### config.mk
export PLATFORM = sky130hd
export DESIGN_NAME = rsmc_core
export DESIGN_NICKNAME = d
export VERILOG_FILES = /design/src/verilog/rsmc_pkg.sv /design/src/verilog/rsmc_lamp.sv /design/src/verilog/rsmc_core.sv
export SDC_FILE = /design/constraint.sdc
export NUM_CORES = 1
export LEC_CHECK = 0
export ABC_AREA = 1
export BUFFER_PORTS_ARGS = -buffer_cell sky130_fd_sc_hd__buf_2
export CAP_MARGIN = 5
export CORE_MARGIN = 10
export CORE_UTILIZATION = 55
export CTS_CLUSTER_SIZE = 24
export DETAILED_ROUTE_END_ITERATION = 6
export GPL_TIMING_DRIVEN = 0
export HOLD_SLACK_MARGIN = 0.08
export PLACE_DENSITY_LB_ADDON = 0.3
export SYNTH_ARGS = -nofsm -noshare
export SYNTH_HDL_FRONTEND = slang
export SYNTH_SLANG_ARGS = --single-unit
### constraint.sdc
create_clock -name ref_clk -period 3.2 [get_ports ref_clk]
set_clock_uncertainty 0.15 [all_clocks]
set_input_delay 0.16 -clock ref_clk [delete_from_list [all_inputs] [get_ports ref_clk]]
set_output_delay 0.16 -clock ref_clk [all_outputs]
set_load 0.005 [all_outputs]
### src/verilog/rsmc_pkg.sv
// Behaviour
// - dsr follows dtr in the same cycle, with no added delay.
// - dcd is high only while the receive path reports a valid line signal.
// - the terminal raises rts before sending; cts follows after 8 ms or at once, per setting.
// - the line carrier is either always on or on only while rts is held.
// - no-echo works in both line forms; echo returns line data in four-wire form, and in two-wire form only while the carrier is off.
// - each data lamp is green while its data is positive, red while negative or idle.
// - the carrier lamp is green while carrier is detected, red while it is absent.
package rsmc_pkg;
	localparam int unsigned CLK_HZ        = 50_000_000;
	localparam int unsigned RTS_DELAY_MS  = 8;
	localparam int unsigned RTS_DELAY_CYC = (CLK_HZ / 1000) * RTS_DELAY_MS;
	localparam int unsigned DLY_W         = 19;
	localparam logic [DLY_W-1:0] DLY_RST  = 19'h00000;
	// lamp colour codes: bit 1 green, bit 0 red
	localparam logic [1:0] LAMP_GREEN = 2'h2;
	localparam logic [1:0] LAMP_RED   = 2'h1;
	typedef enum logic [1:0] {RSMC_IDLE, RSMC_WAIT, RSMC_CLEAR} rsmc_cts_e;
endpackage

### src/verilog/rsmc_lamp.sv
`timescale 1ns/1ps
// bicolour lamp driver, registered
module rsmc_lamp
	import rsmc_pkg::*;
(
	input  wire logic       ref_clk,
	input  wire logic       rst_b,
	input  wire logic       level,
	output logic      [1:0] lamp
);
	import rsmc_pkg::*;

	logic [1:0] next_lamp;

	// positive level lights green, anything else red
	always_comb
	begin
		next_lamp = level ? LAMP_GREEN : LAMP_RED;
	end

	always_ff @(posedge ref_clk or negedge rst_b)
	begin
		if (!rst_b)
			lamp <= LAMP_RED;
		else
			lamp <= next_lamp;
	end
endmodule

### src/verilog/rsmc_core.sv
`timescale 1ns/1ps
// modem control handshake and status lamps of one port
module rsmc_core
	import rsmc_pkg::*;
#(
	parameter int unsigned DELAY_CYC = rsmc_pkg::RTS_DELAY_CYC
)
(
	input  wire logic       ref_clk,
	input  wire logic       rst_b,
	input  wire logic       dtr,
	input  wire logic       rts,
	input  wire logic       term_txd,
	input  wire logic       line_rxd,
	input  wire logic       line_sig_valid,
	input  wire logic       cfg_cts_delay,
	input  wire logic       cfg_carrier_rts,
	input  wire logic       cfg_echo,
	input  wire logic       cfg_four_wire,
	output logic            dsr,
	output logic            dcd,
	output logic            cts,
	output logic            line_txd,
	output logic            line_tx_en,
	output logic            term_rxd,
	output logic      [1:0] transmit_activity_lamp,
	output logic      [1:0] receive_activity_lamp,
	output logic      [1:0] carrier_detect_lamp
);
	import rsmc_pkg::*;

	rsmc_cts_e        state;
	rsmc_cts_e        next_state;
	logic [DLY_W-1:0] count;
	logic [DLY_W-1:0] next_count;
	logic             next_line_txd;
	logic             next_term_rxd;
	logic             line_rx_data;

	// dsr is a pure wire so it cannot lag dtr
	assign dsr = dtr;
	assign dcd = line_sig_valid;
	// carrier: always on, or gated by rts
	assign line_tx_en = cfg_carrier_rts ? rts : 1'b1;
	// cts comes straight from the state register, so it cannot glitch
	assign cts = (state == RSMC_CLEAR);

	// in two-wire form the line carries our own transmit when driving,
	// so received data is only trusted while we are not transmitting;
	// limitation: two-wire form with carrier always on receives nothing
	assign line_rx_data = (cfg_four_wire || !line_tx_en) ? line_rxd : 1'b0;

	// rts to cts sequencer
	always_comb
	begin
		next_state = state;
		next_count = count;
		case (state)
			RSMC_IDLE:
			begin
				next_count = DLY_RST;
				if (rts)
					next_state = cfg_cts_delay ? RSMC_WAIT : RSMC_CLEAR;
			end
			RSMC_WAIT:
			begin
				// count is zero on the first waiting cycle, so the end point
				// DELAY_CYC-1 puts cts up exactly DELAY_CYC edges after the edge that first sees rts
				if (!rts)
					next_state = RSMC_IDLE;
				else if (count >= DLY_W'(DELAY_CYC - 1))
					next_state = RSMC_CLEAR;
				else
					next_count = count + 1'b1;
			end
			RSMC_CLEAR:
			begin
				if (!rts)
					next_state = RSMC_IDLE;
			end
			default:
				next_state = RSMC_IDLE;
		endcase
	end

	// state register; reset leaves cts low
	always_ff @(posedge ref_clk or negedge rst_b)
	begin
		if (!rst_b)
		begin
			state <= RSMC_IDLE;
			count <= DLY_RST;
		end
		else
		begin
			state <= next_state;
			count <= next_count;
		end
	end

	// data paths; echo returns line data to the line
	// echo replaces terminal data on the line, so the terminal cannot send
	// while echo is set: traded for a transmitter with a single source
	always_comb
	begin
		next_term_rxd = line_rx_data | !dcd; // idle mark when no carrier
		next_line_txd = cfg_echo ? line_rx_data : term_txd;
	end

	always_ff @(posedge ref_clk or negedge rst_b)
	begin
		if (!rst_b)
		begin
			line_txd <= 1'b1;
			term_rxd <= 1'b1;
		end
		else
		begin
			line_txd <= next_line_txd;
			term_rxd <= next_term_rxd;
		end
	end

	// data lamps: green on positive (space, logic 0) data, red on negative or idle; carrier lamp green while line_sig_valid is high
	// each lamp is registered so a glitch on its source never flickers it
	rsmc_lamp u_tx_lamp
	(
		.ref_clk (ref_clk),
		.rst_b   (rst_b),
		.level   (!term_txd),
		.lamp    (transmit_activity_lamp)
	);

	rsmc_lamp u_rx_lamp
	(
		.ref_clk (ref_clk),
		.rst_b   (rst_b),
		.level   (!term_rxd),
		.lamp    (receive_activity_lamp)
	);

	rsmc_lamp u_cd_lamp
	(
		.ref_clk (ref_clk),
		.rst_b   (rst_b),
		.level   (line_sig_valid),
		.lamp    (carrier_detect_lamp)
	);
endmodule

==> Yosys cells after proc, flatten, opt, wreduce, memory -nomap -nowiden <==
Index checks and enable logic that the tools add are counted.
{ "classes": {"n_bitwise": 1, "mux": 15, "n_reduce_logical": 7, "n_lt_le_gt_ge": 1, "eq_ne": 7, "n_addsub": 1} }
{ "ops": {"columns": ["op", "count"], "rows": [
  ["$mux W19", 2],
  ["$pmux W19 S2", 1],
  ["$add A19 B1 Y19 const B", 1],
  ["$ge A19 B19 Y1 const B", 1],
  ["$mux W2", 8],
  ["$ne A2 B2 Y1 const B", 4],
  ["$pmux W2 S3", 1],
  ["$reduce_and A3 Y1", 2],
  ["$mux W1", 3],
  ["$ne A3 B3 Y1 const B", 1],
  ["$eq A2 B1 Y1 const B", 1],
  ["$eq A2 B2 Y1 const B", 1],
  ["$logic_not A1 Y1", 2],
  ["$logic_not A2 Y1", 1],
  ["$reduce_bool A2 Y1", 1],
  ["$logic_or A1 B1 Y1", 1],
  ["$or A1 B1 Y1", 1]
]} }
{ "totals": {"regBits": 29, "input_bits": 11, "out_inout_bits": 12, "elab_cells": 39} }

==> Longest topological paths before layout <==
{ "logic_depth": {"depth_word": 5, "depth_mapped": 11, "depth_no_buf": 10} }

==> Hierarchy <==
Synthesis repeated with hierarchy kept, for this count alone.
{ "unflattened": {"cells_unflattened": 246, "area_unflattened_um2": 1751.7} }
{ "modules_own_cells": {"columns": ["mod", "cells_each", "area_each_um2", "n_inst"], "rows": [
  ["rsmc_core", 237, 1586.5, 1],
  ["rsmc_lamp", 3, 55.1, 3]
]} }

==> Worst setup path before layout <==
Ideal clock, no wire load.
{ "synth_timing": {"kind": "register -> register", "start": "register count[0]", "end": "register count[11]", "setup_slack_ns": 1.428, "arrival_ns": 1.505, "path_stages_with_launch": 12, "setup_time_ns": 0.117, "required_time_ns": 2.933, "path_cell_list": "dfrtp_1 ha_1 nand3_2 nor2_4 nand2_1 nand3_1 nand2_2 nand2_4 nand2_4 buf_6 nand2_1 nand2_1"} }
{ "synth_between": {"elab_chain_len": 4, "elab_cells_between_ends": 7, "cone_classes": "1 x add/sub; 1 x order compare; 1 x eq/ne; 3 x mux; 1 x reduce/logical"} }
{ "synth_lines": {"columns": ["item", "line_no", "text"], "rows": [
  ["from (decl)", "rsmc_core.sv:34", "logic [DLY_W-1:0] count;"],
  ["from (signal assigned)", "rsmc_core.sv:97", "count <= next_count;"],
  ["$add A19 B1 Y19", "rsmc_core.sv:74", "next_count = count + 1'b1;"],
  ["$mux W19", "rsmc_core.sv:71", "else if (count >= DLY_W'(DELAY_CYC - 1))"],
  ["$mux W19", "rsmc_core.sv:69", "if (!rts)"],
  ["$pmux W19 S2", "rsmc_core.sv:58", "case (state)"]
]} }
Several ways; a longest one is shown, not always the timed one. The select of a mux whose other input is x is not followed.
A chain may end at the register's enable or synchronous reset.

==> Final worst setup path <==
{ "layout_timing": {"start": "register count[0]", "end": "register state[1]"} }
{ "layout_between": {"elab_chain_len": 3} }
{ "layout_lines": {"columns": ["item", "line_no", "text"], "rows": [
  ["$ge A19 B19 Y1", "rsmc_core.sv:71", null],
  ["$ne A3 B3 Y1 (no source line)", null, null],
  ["$reduce_and A3 Y1 (no source line)", null, null],
  ["to (signal assigned)", "rsmc_core.sv:96", "state <= next_state;"],
  ["to (decl)", "rsmc_core.sv:32", "rsmc_cts_e state;"]
]} }
No other way between the ends.

==> impl_metrics.toml <==
[synth]
synth_cell_types = 23
ys_seq_area_share_pct = 41.7
synthesis.nets = 262
ys.flop_type = "dfrtp_1"
synth_area_leaders = "dfrtp_1, nand2_1, nor2_1"
synthArstFlopShare_pct = 100
yosysTopAreaCellShare_pct = 34.2
syn_avg_cell_area_um2 = 7.02
synth_seq_cells = 29
synth_top_area_cell = "dfrtp_1"
synth_area_um2 = 1760
synth_cells = 250
synth-edff-count = 0
ys_warn_count = 0

[run]
cap_violations = 0

[sta]
report.final.slew_viol_count = 0
tightestPinTransition_ns = 0.624
relSlewSlack_pct = 58.4
max_freq_ghz = 0.434
setup_ws_ns = 0.897
post-route-period-util_pct = 72.0
finalHoldViolCount = 0
final.setup.tns_ns = 0
grt_setup_unrepaired = "false"
setup_violations = 0
finalHoldWorstSlack_ns = 0.211
period_minus_slack_ns = 2.30

[die]
initial_utilization_pct = 57.5
fp.dieH_um = 76.5
core.rowCount = 20
ios = 23
coreArea_um2 = 3050
die_area_um2 = 5850
die_x_um = 76.5

[final_layout]
fin_cells = 333
nets = 300
n_antenna_cell = 0
nFillCells = 255
final_area_um2 = 2100
areaGrowthSynthToFinish_pct = 19.9
drive_gt1_share_pct = 16.6
postLayoutCoreUtil_pct = 68.9

[global_routing]
grt_max_degree = 30
grt_pass1_vias = 1567
antenna_found_initial = 0
grt_pass1_wl_mm = 6.97
grt_use_total_pct = 14.2
overflow = 0

[placement]
dpl_cell_area_um2 = 1920
pre_cts_ws_ns = 1.18
dpl.cell_count = 315
gp_congestion = 0.961
hpwl_mm = 2.83
numPortBuffers = 21

[detailed_routing]
num_vias = 1654
wl_mm = 3.93
first_pass_iters = 4
wl_per_cell_um = 11.8
drcViolationCount = 0
ant_nets = 0
initialDrtViolationCount = 105
drt-vias-per-instance = 4.97

[critical_path]
start_kind = "register"
cp_max_fo = 7
required_ns = 3.34
reg2reg_from = "count[0]$_DFFE_PN0P_"
critical_path_class = "register to register"
critPathCaptureType = "register"
arrival_ns = 2.44
worstSetupStartpoint = "count[0]$_DFFE_PN0P_"

[pwr]
peakVddDrop_mv = 0.442
power-per-cell-area_nw_per_um2 = 489
p_leak_nw = 0.970
power_mw = 1.03

[clock_tree]
clockBufferDepth = 2
clock_latency_ns = 0.34
cts_max_level = 2
cts_tree = "done"
cts_made_buffers = 5
clock-root-buffer = "clkbuf_4"
hold_buffers = 10
cts_resized = 0
clk_pin_slew_worst_paths_ns = 0.10
postCtsSetupRepairBufs = 0
cts.sinks = 29

[worst_hold_path]
hp-class = "input port to asynchronous set/reset pin"

[outcome]
run_status = "finished clean"
## final timing paths
check	cells after the start	end	slack (ns)
setup / recovery	10	state[1]$_DFFE_PN0P_	0.90
hold / removal	2	count[5]$_DFFE_PN0P_	0.21
setup reg to reg	10	state[1]$_DFFE_PN0P_	0.90
hold reg to reg	0	u_rx_lamp.lamp[0]$_DFF_PN1_	0.23
max in group asynchronous	2	count[6]$_DFFE_PN0P_	2.28
min in group ref_clk	0	u_rx_lamp.lamp[0]$_DFF_PN1_	0.23
## power breakdown
part | leakage [nW] | internal (mW) | switching (mW)
sequential | 0.379 | 0.391 | 0.0174
clock | 0.0445 | 0.186 | 0.135
combinational | 0.547 | 0.0965 | 0.203
## per-layer routing
metal	GRT usage, %	part of all wire, %
met3	5.07	7.8
met5	0	0
met2	22.0	45
met4	5.95	2.2
met1	17.4	45
## area by class of cell
type                            instances  area [µm²]  share of cell area (%)
Tap cell                               44        55.1                    2.62
Multi-Input combinational cell        193         896                    42.6
Buffer                                  8        52.6                    2.50
Timing Repair Buffer                   31         205                    9.75
Clock buffer                            6        51.3                    2.44
Inverter                               20        75.1                    3.57
Sequential cell                        29         732                    34.8
Clock inverter                          2        37.5                    1.78
## cell families (layout without fill, tap and decap cells)
family | after synthesis | count (layout) | share of synthesized area (%)
compound gates | 8 | 8 | 2.28
xor+xnor | 13 | 13 | 6.49
simple gates | 171 | 171 | 41.6
fa+ha+maj | 1 | 1 | 0.713
flops | 29 | 29 | 41.7
buf+inv | 28 | 67 | 7.27
## cells in the mapped netlist, types with 2 or more instances
cell type and number:
nand2_1 81, nor2_1 48, nand3_1 30, dfrtp_1 24
inv_1 18, xor2_1 10, dfstp_2 5, o21ai_0 5
buf_4 4, a21oi_1 3, clkbuf_1 3, nor3_1 3
xnor2_1 3, nand2_2 2, nand2_4 2, nand3_2 2
## layout by cell type (no fill, tap or decap), types with 2 or more instances in the layout
cell type / synthesis / layout
xor2_1: 10 / 10
xnor2_1: 3 / 3
a21oi_1: 3 / 3
nand2_4: 2 / 2
dfrtp_1: 24 / 24
clkbuf_1: 3 / 3
nor3_1: 3 / 3
dfstp_2: 5 / 5
nand2_1: 81 / 81
nand2_2: 2 / 2
inv_1: 18 / 18
buf_2: 0 / 21
clkbuf_4: 0 / 5
nand3_2: 2 / 2
buf_4: 4 / 4
dlygate4sd3_1: 0 / 10
o21ai_0: 5 / 5
nand3_1: 30 / 30
nor2_1: 48 / 48
## critical path, cell delays in order, from the launching register on
cell and delay, ns:
dfrtp_1 0.50, ha_1 0.32, nand3_2 0.14, nor2_4 0.14, nand2_1 0.06, nand3_1 0.07
nand2_2 0.09, nand2_4 0.11, nand3b_1 0.08, nand2_1 0.06, dlygate4sd3_1 0.54
## registers in the layout (all words and copies together), names as in the netlist
register and cells:
count 19, state 2, u_cd_lamp.lamp 2, u_rx_lamp.lamp 2, u_tx_lamp.lamp 2, line_txd 1
term_rxd 1
Power figures use the tool's default switching activity.
